File: config.mk
export PLATFORM = sky130hd
export DESIGN_NAME = drs_sequencer
export DESIGN_NICKNAME = d
export VERILOG_FILES = /design/src/rtl/drs_pkg.sv /design/src/rtl/drs_sequencer.sv
export SDC_FILE = /design/constraint.sdc
export NUM_CORES = 1
export LEC_CHECK = 0
export BUFFER_PORTS_ARGS = -buffer_cell sky130_fd_sc_hd__buf_2
export CAP_MARGIN = 0
export CORE_MARGIN = 2
export CORE_UTILIZATION = 40
export DETAILED_ROUTE_END_ITERATION = 7
export GPL_ROUTABILITY_DRIVEN = 0
export PLACE_DENSITY_LB_ADDON = 0.3
export SYNTH_ARGS = -nofsm -noshare
export SYNTH_HDL_FRONTEND = slang
export SYNTH_SLANG_ARGS = --single-unit
File: constraint.sdc
create_clock -name REF_CLK -period 6.1 [get_ports REF_CLK]
set_input_delay 0.61 -clock REF_CLK [delete_from_list [all_inputs] [get_ports REF_CLK]]
set_output_delay 0.61 -clock REF_CLK [all_outputs]
set_load 0.02 [all_outputs]
File: src/rtl/drs_pkg.sv
/*
 * Package for the diagnostic routine sequencer: routine codes, parameter
 * codes, display codes, timing counts and the request/result carriers.
 * Assumes a single 50 MHz system clock.
 */
package drs_pkg;
    localparam int CLK_MHZ = 50;
    localparam int TICK_US = 128;
    localparam int TICK_CYC = TICK_US * CLK_MHZ;
    localparam logic [12:0] TICK_LAST = 13'(TICK_CYC - 1);

    localparam logic [7:0] RTN_DIFF_CNT = 8'h2E;
    localparam logic [7:0] RTN_LIN_MODE = 8'h2F;
    localparam logic [7:0] RTN_CYL_DET = 8'h30;
    localparam logic [7:0] RTN_POS_CHAN = 8'h31;
    localparam logic [7:0] RTN_COMM_REGS = 8'h34;
    localparam logic [7:0] RTN_CS_CHECK = 8'h35;
    localparam logic [7:0] RTN_DC_ONE = 8'h36;
    localparam logic [7:0] RTN_DC_TWO = 8'h37;
    localparam logic [7:0] RTN_IO_WRAP = 8'h38;
    localparam logic [7:0] RTN_IF_FULL = 8'h39;
    localparam logic [7:0] RTN_SER_BRD = 8'h3A;
    localparam logic [7:0] RTN_RW_SAFE = 8'h3B;
    localparam logic [7:0] RTN_CONTROL_INPUT_REGISTER_ROT = 8'h3D;

    localparam logic [7:0] PRM_PARTIAL = 8'h00;
    localparam logic [7:0] PRM_STOP_ERR = 8'hFE;
    localparam logic [7:0] PRM_SINGLE = 8'hFF;

    localparam logic [7:0] DISP_REFUSED = 8'hEE;
    localparam logic [7:0] DISP_PASS = 8'h00;
    localparam logic [7:0] ERR_DIFF_CNT = 8'h61;
    localparam logic [7:0] ERR_LIN_MODE = 8'h62;
    localparam logic [7:0] ERR_CONTROL_INPUT_REGISTER = 8'h63;
    localparam logic [7:0] ERR_CS = 8'h64;
    localparam logic [7:0] ERR_PARITY = 8'h65;
    localparam logic [7:0] ERR_BOARD = 8'h66;

    localparam logic [15:0] CS_EXPECT_ONE = 16'h0000;
    localparam logic [15:0] CS_EXPECT_TWO = 16'h0000;
    localparam int INIT_LIST_LEN = 4;

    typedef struct packed {
        logic valid;
        logic from_host;
        logic [7:0] code;
        logic [7:0] param;
    } drs_req_t;

    typedef struct packed {
        logic [7:0] pattern;
        logic odd_parity;
    } drs_probe_t;

    typedef struct packed {
        logic [15:0] sum_one;
        logic [15:0] sum_two;
        logic sums_ready;
    } drs_cs_t;
endpackage

File: src/rtl/drs_sequencer.sv
/*
 * Diagnostic routine sequencer: decodes routine code and parameter, runs
 * board checks one step per clock, repeats with a 128 us delay tick.
 * Assumes board readbacks return in the same cycle as the probe drive
 * and that control store checksums arrive on the checksum port.
 */
`timescale 1ns/1ps
module drs_sequencer (
    input wire logic REF_CLK,
    input wire logic RST_N,
    input wire drs_pkg::drs_req_t REQ,
    input wire logic LOCAL_MODE,
    input wire logic DIAG_MODE,
    input wire logic ONLINE,
    input wire logic INIT_DONE,
    input wire logic ABORT,
    input wire logic [7:0] DIFF_CNT_RD,
    input wire logic LIN_MODE_RD,
    input wire logic [7:0] CONTROL_INPUT_REGISTER_RD,
    input wire logic PARITY_RD,
    input wire drs_pkg::drs_cs_t CS_SUMS,
    input wire logic BOARD_OK,
    output logic [7:0] DIFF_CNT_WR,
    output logic LIN_MODE_WR,
    output logic [7:0] CONTROL_INPUT_REGISTER_WR,
    output drs_pkg::drs_probe_t PROBE,
    output logic [7:0] BOARD_SEL,
    output logic BUSY,
    output logic DONE,
    output logic ERROR,
    output logic [7:0] DATA_DISPLAY,
    output logic [7:0] ROUTINE_DISPLAY
);
    import drs_pkg::*;

    typedef enum logic [2:0] {S_IDLE, S_RUN, S_CHECK, S_DELAY, S_HALT} drs_state_t;

    function automatic logic param_ok(input logic [7:0] code, input logic [7:0] prm);
        logic ok;
        ok = 1'b1;
        if (code == RTN_CS_CHECK || (code >= RTN_DC_ONE && code <= RTN_RW_SAFE)) begin
            ok = 1'b1;
        end else if (prm == PRM_STOP_ERR) begin
            ok = 1'b0;
        end
        return ok;
    endfunction

    function automatic logic code_ok(input logic [7:0] code);
        return code == RTN_DIFF_CNT || code == RTN_LIN_MODE || code == RTN_CYL_DET
            || code == RTN_POS_CHAN || code == RTN_COMM_REGS || code == RTN_CS_CHECK
            || code == RTN_DC_ONE || code == RTN_DC_TWO || code == RTN_IO_WRAP
            || code == RTN_IF_FULL || code == RTN_SER_BRD || code == RTN_RW_SAFE
            || code == RTN_CONTROL_INPUT_REGISTER_ROT;
    endfunction

    function automatic logic [7:0] init_code(input logic [1:0] idx);
        logic [7:0] c;
        c = RTN_CYL_DET;
        unique case (idx)
            2'd0: c = RTN_CYL_DET;
            2'd1: c = RTN_POS_CHAN;
            2'd2: c = RTN_COMM_REGS;
            2'd3: c = RTN_DC_ONE;
        endcase
        return c;
    endfunction

    drs_state_t st_q, st_d;
    logic [7:0] code_q, code_d, prm_q, prm_d;
    logic [8:0] step_q, step_d;
    logic partial_q, partial_d, init_q, init_d;
    logic [1:0] init_idx_q, init_idx_d;
    logic [12:0] tick_q, tick_d;
    logic [7:0] wait_q, wait_d;
    logic fail_q, fail_d;
    logic busy_q, busy_d, done_q, done_d, err_q, err_d;
    logic [7:0] disp_q, disp_d, rdisp_q, rdisp_d;
    logic [7:0] dwr_q, dwr_d, cwr_q, cwr_d, sel_q, sel_d;
    logic lin_q, lin_d;
    drs_probe_t probe_q, probe_d;
    logic init_seen_q, init_seen_d;
    logic allowed, last_step, step_fail;
    logic [7:0] fail_code;

    // Diagnostic requests accepted from panel in local or host in diagnostic
    assign allowed = REQ.from_host ? DIAG_MODE : LOCAL_MODE;

    always_comb begin
        last_step = 1'b1;
        step_fail = 1'b0;
        fail_code = ERR_BOARD;
        unique case (code_q)
            RTN_DIFF_CNT: begin
                // Drive lags the step count by a step, so the last value is seen at 256
                last_step = step_q == 9'd256;
                step_fail = DIFF_CNT_RD != dwr_q;
                fail_code = ERR_DIFF_CNT;
            end
            RTN_LIN_MODE: begin
                last_step = step_q == 9'd2;
                step_fail = LIN_MODE_RD != lin_q;
                fail_code = ERR_LIN_MODE;
            end
            RTN_CONTROL_INPUT_REGISTER_ROT: begin
                last_step = step_q == 9'd8;
                step_fail = CONTROL_INPUT_REGISTER_RD != cwr_q;
                fail_code = ERR_CONTROL_INPUT_REGISTER;
            end
            RTN_CS_CHECK: begin
                last_step = CS_SUMS.sums_ready;
                step_fail = CS_SUMS.sums_ready && (CS_SUMS.sum_one != CS_EXPECT_ONE
                    || CS_SUMS.sum_two != CS_EXPECT_TWO);
                fail_code = ERR_CS;
            end
            RTN_IF_FULL: begin
                last_step = partial_q || step_q == 9'd256;
                step_fail = PARITY_RD != probe_q.odd_parity;
                fail_code = ERR_PARITY;
            end
            default: begin
                step_fail = !BOARD_OK;
            end
        endcase
    end

    always_comb begin
        st_d = st_q;
        code_d = code_q;
        prm_d = prm_q;
        step_d = step_q;
        partial_d = partial_q;
        init_d = init_q;
        init_idx_d = init_idx_q;
        tick_d = tick_q;
        wait_d = wait_q;
        fail_d = fail_q;
        busy_d = busy_q;
        done_d = 1'b0;
        err_d = err_q;
        disp_d = disp_q;
        rdisp_d = rdisp_q;
        init_seen_d = INIT_DONE;
        sel_d = code_q;
        dwr_d = step_q[7:0];
        cwr_d = 8'h01 << step_q[2:0];
        lin_d = !step_q[0];
        probe_d.pattern = partial_q ? 8'hA5 : step_q[7:0];
        probe_d.odd_parity = ^probe_d.pattern;
        unique case (st_q)
            S_IDLE, S_HALT: begin
                if (INIT_DONE && !init_seen_q) begin
                    init_d = 1'b1;
                    init_idx_d = 2'd0;
                    code_d = init_code(2'd0);
                    prm_d = PRM_SINGLE;
                    step_d = 9'd0;
                    fail_d = 1'b0;
                    err_d = 1'b0;
                    busy_d = 1'b1;
                    st_d = S_RUN;
                end else if (REQ.valid) begin
                    if (!allowed || !code_ok(REQ.code) || !param_ok(REQ.code, REQ.param)) begin
                        disp_d = DISP_REFUSED;
                    end else begin
                        code_d = REQ.code;
                        prm_d = REQ.param;
                        partial_d = REQ.code == RTN_IF_FULL && REQ.param == PRM_PARTIAL
                            && !ONLINE;
                        init_d = 1'b0;
                        step_d = 9'd0;
                        fail_d = 1'b0;
                        err_d = 1'b0;
                        disp_d = DISP_PASS;
                        rdisp_d = REQ.code;
                        busy_d = 1'b1;
                        st_d = S_RUN;
                    end
                end
            end
            S_RUN: begin
                if (step_q != 9'd0 && step_fail) begin
                    fail_d = 1'b1;
                    err_d = 1'b1;
                    disp_d = fail_code;
                end
                // First step only loads the drive flops; readback checked next
                if (step_q != 9'd0 && last_step) begin
                    st_d = S_CHECK;
                end else begin
                    step_d = step_q + 9'd1;
                end
            end
            S_CHECK: begin
                step_d = 9'd0;
                tick_d = 13'd0;
                wait_d = 8'd0;
                done_d = 1'b1;
                if (init_q) begin
                    if (init_idx_q == 2'(INIT_LIST_LEN - 1)) begin
                        init_d = 1'b0;
                        busy_d = 1'b0;
                        st_d = S_IDLE;
                    end else begin
                        init_idx_d = init_idx_q + 2'd1;
                        code_d = init_code(init_idx_q + 2'd1);
                        st_d = S_RUN;
                    end
                end else if (prm_q == PRM_SINGLE
                        || (prm_q == PRM_STOP_ERR && (fail_q || step_fail))) begin
                    busy_d = 1'b0;
                    st_d = S_HALT;
                end else if (partial_q) begin
                    busy_d = 1'b0;
                    st_d = S_HALT;
                end else begin
                    fail_d = 1'b0;
                    st_d = S_DELAY;
                end
            end
            S_DELAY: begin
                if (ABORT) begin
                    busy_d = 1'b0;
                    st_d = S_IDLE;
                end else if (wait_q == prm_q || prm_q == PRM_STOP_ERR) begin
                    st_d = S_RUN;
                end else if (tick_q == TICK_LAST) begin
                    tick_d = 13'd0;
                    wait_d = wait_q + 8'd1;
                end else begin
                    tick_d = tick_q + 13'd1;
                end
            end
            default: st_d = S_IDLE;
        endcase
    end

    always_ff @(posedge REF_CLK) begin
        if (!RST_N) begin
            st_q <= S_IDLE;
            code_q <= 8'h00;
            prm_q <= 8'h00;
            step_q <= 9'd0;
            partial_q <= 1'b0;
            init_q <= 1'b0;
            init_idx_q <= 2'd0;
            tick_q <= 13'd0;
            wait_q <= 8'd0;
            fail_q <= 1'b0;
            busy_q <= 1'b0;
            done_q <= 1'b0;
            err_q <= 1'b0;
            disp_q <= 8'h00;
            rdisp_q <= 8'h00;
            dwr_q <= 8'h00;
            cwr_q <= 8'h00;
            lin_q <= 1'b0;
            sel_q <= 8'h00;
            probe_q <= '0;
            init_seen_q <= 1'b0;
        end else begin
            st_q <= st_d;
            code_q <= code_d;
            prm_q <= prm_d;
            step_q <= step_d;
            partial_q <= partial_d;
            init_q <= init_d;
            init_idx_q <= init_idx_d;
            tick_q <= tick_d;
            wait_q <= wait_d;
            fail_q <= fail_d;
            busy_q <= busy_d;
            done_q <= done_d;
            err_q <= err_d;
            disp_q <= disp_d;
            rdisp_q <= rdisp_d;
            dwr_q <= dwr_d;
            cwr_q <= cwr_d;
            lin_q <= lin_d;
            sel_q <= sel_d;
            probe_q <= probe_d;
            init_seen_q <= init_seen_d;
        end
    end

    assign DIFF_CNT_WR = dwr_q;
    assign LIN_MODE_WR = lin_q;
    assign CONTROL_INPUT_REGISTER_WR = cwr_q;
    assign PROBE = probe_q;
    assign BOARD_SEL = sel_q;
    assign BUSY = busy_q;
    assign DONE = done_q;
    assign ERROR = err_q;
    assign DATA_DISPLAY = disp_q;
    assign ROUTINE_DISPLAY = rdisp_q;
endmodule

# --- Yosys cells after proc, flatten, opt, wreduce, memory -nomap -nowiden ---
# Cells that the tools add are included.
totals:
  word_cells: 228
  in_bits: 77
  output_inout_bits: 53
  regBits: 108
classes:
  reduce_logical: 62
  mux: 76
  eq_ne: 59
  n_addsub: 4
  shift: 1
  magnitude_cmp: 2
  n_bitwise: 2
ops:
  columns: ["op", "count"]
  rows:
  - ["$eq A8 B6 Y1 const B", 18]
  - ["$mux W8", 16]
  - ["$pmux W8 S2", 3]
  - ["$mux W13", 3]
  - ["$mux W9", 4]
  - ["$ne A2 B2 Y1 const B", 16]
  - ["$pmux W8 S4", 1]
  - ["$reduce_bool A16 Y1", 2]
  - ["$reduce_and A4 Y1", 7]
  - ["$mux W3", 9]
  - ["$pmux W9 S3", 1]
  - ["$mux W1", 26]
  - ["$pmux W13 S2", 1]
  - ["$eq A8 B8 Y1 const B", 3]
  - ["$logic_or A1 B1 Y1", 20]
  - ["$ne A8 B8 Y1", 2]
  - ["$pmux W3 S5", 1]
  - ["$add A13 B1 Y13 const B", 1]
  - ["$eq A13 B13 Y1 const B", 1]
  - ["$ne A3 B3 Y1 const B", 4]
  - ["$pmux W3 S4", 1]
  - ["$pmux W1 S5", 2]
  - ["$add A9 B1 Y9 const B", 1]
  - ["$eq A9 B2 Y1 const B", 1]
  - ["other kinds (34)", 62]

# --- Logic depth before layout (Yosys ltp) ---
# Gate-level depths: netlist of the first run.
logic_depth:
  word_depth: 20
  ltp_mapped: 10

# --- Least setup slack after synthesis of the first run ---
# Ideal clock, no wire load.
synth_path:
  path_type: "flip-flop to flip-flop"
  from: "register step_q[0]"
  to: "register step_q[2]"
  stages_incl_launch_ff: 11
  setup_time_ps: 70
  synth_period_minus_slack_ps: 2130
  setup_slack_ps: 3970
  arrival_ps: 2060
  path_cell_list: "dfxtp_1 -> inv_1 -> ha_1 -> and2b_1 -> a32oi_1 -> o211ai_1 -> o22ai_2 -> a21oi_2 -> buf_6 -> or3_1 -> a21oi_1"
synth_via:
  elab_chain_cells: 6
synth_lines:
  columns: ["item", "line_no", "text"]
  rows:
  - ["start, declared", "drs_sequencer.sv:71", "logic [8:0] step_q, step_d;"]
  - ["start signal, assigned", "drs_sequencer.sv:265", "step_q <= step_d;"]
  - ["$eq A9 B9 Y1", "drs_sequencer.sv:96, drs_sequencer.sv:117", null]
  - ["$logic_or A1 B1 Y1", "drs_sequencer.sv:117", "last_step = partial_q || step_q == 9'd256;"]
  - ["$pmux W1 S5", "drs_sequencer.sv:93", "unique case (code_q)"]
  - ["$logic_and A1 B1 Y1", "drs_sequencer.sv:188", "if (step_q != 9'd0 && last_step) begin"]
  - ["$ne A2 B2 Y1 (no line)", null, null]
  - ["$reduce_and A4 Y1 (no line)", null, null]
# Parallel ways exist; a longest one is shown, timed or not. The select of a mux whose other input is x is not followed.
# A chain may end at the register's enable or synchronous reset.

# --- Worst setup path after layout of the first run ---
layout_path:
  from: "register st_q[1]"
  to: "register tick_q[0]"
layout_via:
  elab_chain_cells: 3
layout_lines:
  columns: ["item", "line_no", "text"]
  rows:
  - ["start, declared", "drs_sequencer.sv:69", "drs_state_t st_q, st_d;"]
  - ["start signal, assigned", "drs_sequencer.sv:262", "st_q <= st_d;"]
  - ["$eq A3 B2 Y1", "drs_sequencer.sv:150", "unique case (st_q)"]
  - ["$ne A2 B2 Y1 (no line) / $reduce_bool A2 Y1 (equally long branches)", null, null]
  - ["$reduce_and A3 Y1 (no line)", null, null]
  - ["end signal, assigned", "drs_sequencer.sv:269", "tick_q <= tick_d;"]
  - ["end, declared", "drs_sequencer.sv:74", "logic [12:0] tick_q, tick_d;"]
# Parallel ways exist; a longest one is shown, timed or not.

==> results of run 1 <==
==> per-stage QoR <==
stage	setup WS [ns]	cell area (um2)	power [W]	instances
4_1_cts	3.19	6050	0.00160	847
3_3_place_gp	3.04	5740	0.000994	831
3_5_place_dp	2.89	5740	0.00100	831
2_1_floorplan	3.97	5070	0.000925	562
6_report	3.18	6050	0.00158	847
5_1_grt	2.98	6050	0.00165	847
==> path summary, 6_finish.rpt <==
check                                      from              end  slack [ns]
worst max-delay path                    st_q[1]        tick_q[0]        3.18
worst min-delay path            DATA_DISPLAY[1]  DATA_DISPLAY[1]        0.46
worst max register to register          st_q[1]        tick_q[0]        3.18
worst min register to register  DATA_DISPLAY[1]  DATA_DISPLAY[1]        0.46
==> logic make-up after synthesis <==
| group | Yosys count |
|---|---|
| simple gates | 249 |
| flops | 105 |
| compound gates | 92 |
| xor+xnor | 50 |
| buf+inv | 46 |
| mux | 10 |
| fa+ha+maj | 9 |
| other cells | 1 |
==> power by group <==
| part | total [W] | switching, W | internal, W |
|---|---|---|---|
| Combinational | 0.000231 | 0.000139 | 0.0000919 |
| Sequential | 0.000756 | 0.0000400 | 0.000716 |
| Clock | 0.000598 | 0.000255 | 0.000343 |
| Total | 0.00158 | 0.000434 | 0.00115 |
==> metal layers <==
layer  global-route usage  wire [um]
met1                0.244       5630
met2                0.344       6420
met3               0.0363       1160
met4               0.0557        169
met5                    0          0
==> worst min-delay path: stages, from the launching register on <==
cell	delay, ns
dfxtp_1	0.31
nand3_1	0.06
o21ai_1	0.05
==> cell type report <==
type | instances | area, um2
multi-input combinational | 411 | 2720
fill | 1220 | 6470
clock inverter | 5 | 60.1
timing repair buffer | 129 | 648
clock buffer | 11 | 253
inverter | 14 | 52.6
sequential | 105 | 2100
tap | 172 | 215
==> cells in the final DEF, fill, tap and decap left out, types with 13 or more instances in the layout <==
cell type / n
a21oi_1: 21
nand3_1: 21
nor2_1: 70
dfxtp_1: 105
and2_1: 24
inv_1: 13
nor4_1: 16
o21ai_0: 23
nand4_1: 17
buf_2: 128
xnor2_1: 32
xor2_1: 18
nand2_1: 32
==> flow_summary.toml, run 1 <==
[outcome]
status = "finished clean"

[worst_setup_path]
endpoint_kind = "register"
cp_max_fo = 16
cp-start-kind = "register"
critical_path_cell_count = 5
slowest_stage = "o21ai_0"
reg2reg_depth = 5
worstPathCellList = "nor2b_1 > and2_1 > nor2_2 > o21ai_0 > nor2_1"
cp.arrival_ns = 3.10
cpPeakStageDelay_ns = 1.03
critPathTopFamily = "simple AND/OR/NAND/NOR gates"
crit_type = "register to register"
path_buf_inv = 0
crit_required_ns = 6.28

[synth]
synth_xor_area_frac = 0.0864
synth_most_common_cell = "dfxtp_1"
netlist_instances = 562
yosysTopAreaCellShare = 0.415
syn-num-nets = 648
synth-simple-area-share = 0.275
synth_area_um2 = 5070
synth_area_leader_cell = "dfxtp_1"
synth_area_leaders = "dfxtp_1, xnor2_1, nor2_1, xor2_1, and2_1"
synth-seq-cells = 105
synth_compound_area_frac = 0.132
synth_warnings = 0
async_flop_share = 0
ys_types = 74
muxShareOfSynthArea = 0.0202
seq_area_frac_synth = 0.415
synth-edff-count = 0
synth_ff_type = "dfxtp_1"
synth_top_family_by_area = "simple AND/OR/NAND/NOR gates"
synthAdderAreaFrac = 0.0222
synth_common_cells = "dfxtp_1, nor2_1, nand2_1, xnor2_1, and2_1"
syn_area_per_cell_um2 = 9.02

[route]
drtAntennaViolNets = 0
dr.pass1.iters = 5
drt-wirelength-per-cell_um = 15.8
drc_errors = 0
vias_per_cell = 5.30
drtIter0Drc = 290
num_vias = 4490
wl_um = 13400

[sta]
finalSetupViolCount = 0
final.period_utilization = 0.478
min_period_ns = 2.92
maxSlewHeadroom = 0.143
final_max_slew_viol_count = 0
skew_ns = 0.00829
fmax_mhz = 343
grt_setup_unrepaired = "false"
finalSetupTns_ns = 0
hold_slack_ns = 0.461
tightestPinTransition_ns = 1.27
hold_viol = 0

[floorplan]
top_level_ports = 130
placementRows = 41
die_h_um = 117
start_util = 0.405
die_area_um2 = 13600
die_w_um = 117
core_area_um2 = 12500

[hold_path]
hold-path-cell-count = 2
hp-class = "register to register"

[grt]
grt_overflow = 0
grt.total_usage = 0.195
antenna_found_initial = 0
grt_pass1_vias = 4263
grt_pass1_wl_um = 20600
grt_max_degree = 48

[clock_tree]
cts_tree = "built"
cts_setup_buffers = 0
cts_max_path_buffers = 2
cts.clk_slew.worst_paths_ns = 0.07
cts.repair.resized = 0
cts_sinks = 105
htreeDepth = 3
clock-root-buffer = "clkbuf_16"
cts_buffers = 9
clock_latency_ns = 0.35
cts_hold_buf = 0

[cells_and_area]
num_antenna_cells = 0
final_nets = 756
fin_util = 0.483
max_flop_register = "tick_q"
largest_reg_flops = 13
area_delta_synth_final_pct = 19.3
final_layout_size_suffix_gt1_frac = 0.262

[power_and_ir_drop]
leakagePower_nw = 2.52
powerDensity_nw_per_um2 = 262
ir_worst_vdd_mv = 0.137

[placement]
hpwl_um = 10000
port_buffers = 128

[flow_run]
cap_violations = 0
(Power assumes the default switching activity.)
==> run 2, diff against run 1 <==
- clock period: 6.1 -> 2.7 ns (I/O delays scaled with it)
==> run 2 against run 1 <==
Effect of this change: critical path depth up 4; sequential share of layout area down 0.57 points; final cell count up 0.94%; critical endpoint is now step_q[6]; wire length up 0.31%; largest power group unchanged; highest routed layer unchanged; register-to-register slack worse by 3.0 ns; clock power rose to 2.5 times the previous value; hold slack worse by 0.31 ns; sequential cell count unchanged.
==> flow_summary.toml, run 2 (synthesis gave the netlist of run 1 again) <==
[placement]
port_buffers = 128
hpwl_um = 10200

[clock_tree]
cts_tree = "built"
cts_buffers = 9
cts_hold_buf = 0
cts.clk_slew.worst_paths_ns = 0.07
cts_setup_buffers = 0
cts.repair.resized = 0
clock-root-buffer = "clkbuf_16"
clock_latency_ns = 0.35
htreeDepth = 3
cts_sinks = 105
cts_max_path_buffers = 2

[outcome]
status = "finished clean"

[sta]
final_max_slew_viol_count = 0
hold_slack_ns = 0.146
maxSlewHeadroom = 0.569
min_period_ns = 2.49
tightestPinTransition_ns = 0.646
grt_setup_unrepaired = "false"
fmax_mhz = 402
final.period_utilization = 0.922
hold_viol = 0
finalSetupTns_ns = 0
skew_ns = 0.00903
finalSetupViolCount = 0

[cells_and_area]
final_common_cell = "buf_2"
num_antenna_cells = 0
area_delta_synth_final_pct = 21.3
final.fill_count = 1196
final_layout_size_suffix_gt1_frac = 0.271
final_nets = 764
layout_common_cells = "buf_2, dfxtp_1, nor2_1, nand2_1, xnor2_1"
max_flop_register = "tick_q"
largest_reg_flops = 13

[route]
drtIter0Drc = 244
drc_errors = 0
drt-wirelength-per-cell_um = 15.7
num_vias = 4590
vias_per_cell = 5.37
wl_um = 13400
dr.pass1.iters = 4
drtAntennaViolNets = 0

[worst_setup_path]
slowest_stage = "dfxtp_1"
r2r_end = "step_q[6]"
critPathTopFamily = "compound AO/OA/AOI/OAI gates"
critical_path_cell_count = 9
cp_max_fo = 16
worstPathCellList = "inv_1 > ha_1 > and2b_1 > a32oi_1 > o211ai_1 > o22ai_2 > a21oi_2 > or3_1 > a21oi_1"
crit_start = "step_q[0]"
endpoint = "step_q[6]"
reg2reg_depth = 9
cp-start-kind = "register"
reg2reg_slack_ns = 0.21
crit_type = "register to register"
path_buf_inv = 1
r2r-start = "step_q[0]"
cp.arrival_ns = 2.77
crit_required_ns = 2.98
endpoint_kind = "register"
cpPeakStageDelay_ns = 0.48

[grt]
antenna_found_initial = 0
grt_pass1_wl_um = 21100
grt_overflow = 0
grt_max_degree = 47
grt_pass1_vias = 4382
grt.total_usage = 0.200

[flow_run]
cap_violations = 0

[floorplan]
die_h_um = 117
start_util = 0.405
die_area_um2 = 13600
placementRows = 41
top_level_ports = 130
die_w_um = 117
core_area_um2 = 12500

[power_and_ir_drop]
powerDensity_nw_per_um2 = 609
leakagePower_nw = 2.57
ir_worst_vdd_mv = 0.286

[hold_path]
hp-class = "primary input to register"
[run 2: cell type report]
cell class | count | area, um2 | area share
well taps | 172 | 215 | 0.0350
repair buffers | 137 | 708 | 0.115
multi-input cells | 411 | 2720 | 0.442
clock buffers | 10 | 239 | 0.0389
inverters | 14 | 52.6 | 0.00854
flip-flops and latches | 105 | 2100 | 0.342
clock inverters | 6 | 114 | 0.0185
[run 2: worst min-delay path by stage]
stage / startpoint / cells past startpoint / slack, ns / end
CTS: INIT_DONE / 2 / 0.14 / init_seen_q
floorplan: INIT_DONE / 1 / 0.40 / init_seen_q
finish: INIT_DONE / 2 / 0.15 / init_seen_q
detailed placement: ROUTINE_DISPLAY[5] / 2 / 0.45 / ROUTINE_DISPLAY[5]
global route: INIT_DONE / 2 / 0.15 / init_seen_q
global placement: ROUTINE_DISPLAY[5] / 2 / 0.43 / ROUTINE_DISPLAY[5]
[run 2: metrics by stage]
| step | util | instance area [um2] | setup WS (ns) | power [W] | std cells |
|---|---|---|---|---|---|
| finish | 0.491 | 6150 | 0.211 | 0.00375 | 855 |
| global route | 0.491 | 6150 | 0.0294 | 0.00389 | 855 |
| CTS | 0.491 | 6150 | 0.238 | 0.00377 | 855 |
| detailed placement | 0.463 | 5800 | 0.295 | 0.00226 | 839 |
| global placement | 0.463 | 5800 | 0.415 | 0.00225 | 839 |
| floorplan | - | 5070 | 0.570 | 0.00209 | 562 |
[run 2: worst reg2reg max path, cell delays in order (launching register included)]
cell      delay (ns)
dfxtp_1         0.48
inv_1           0.16
ha_1            0.25
and2b_1         0.18
a32oi_1         0.21
o211ai_1        0.14
o22ai_2         0.28
a21oi_2         0.17
or3_1           0.39
a21oi_1         0.16
[run 2: power breakdown]
part	internal, W	total (W)	switching (W)	leakage (nW)
logic	0.000218	0.000526	0.000308	1.56
registers	0.00162	0.00170	0.0000868	0.853
clock network	0.000934	0.00152	0.000582	0.165
total	0.00277	0.00375	0.000977	2.57
[run 2: metal layers]
metal	vias up	global-route usage	share of wire
met1	2156	0.237	0.43
met3	17	0.0363	0.065
met4	0	0.0808	0.018
met5	-	0	0
met2	175	0.358	0.48
li1	2242	-	-
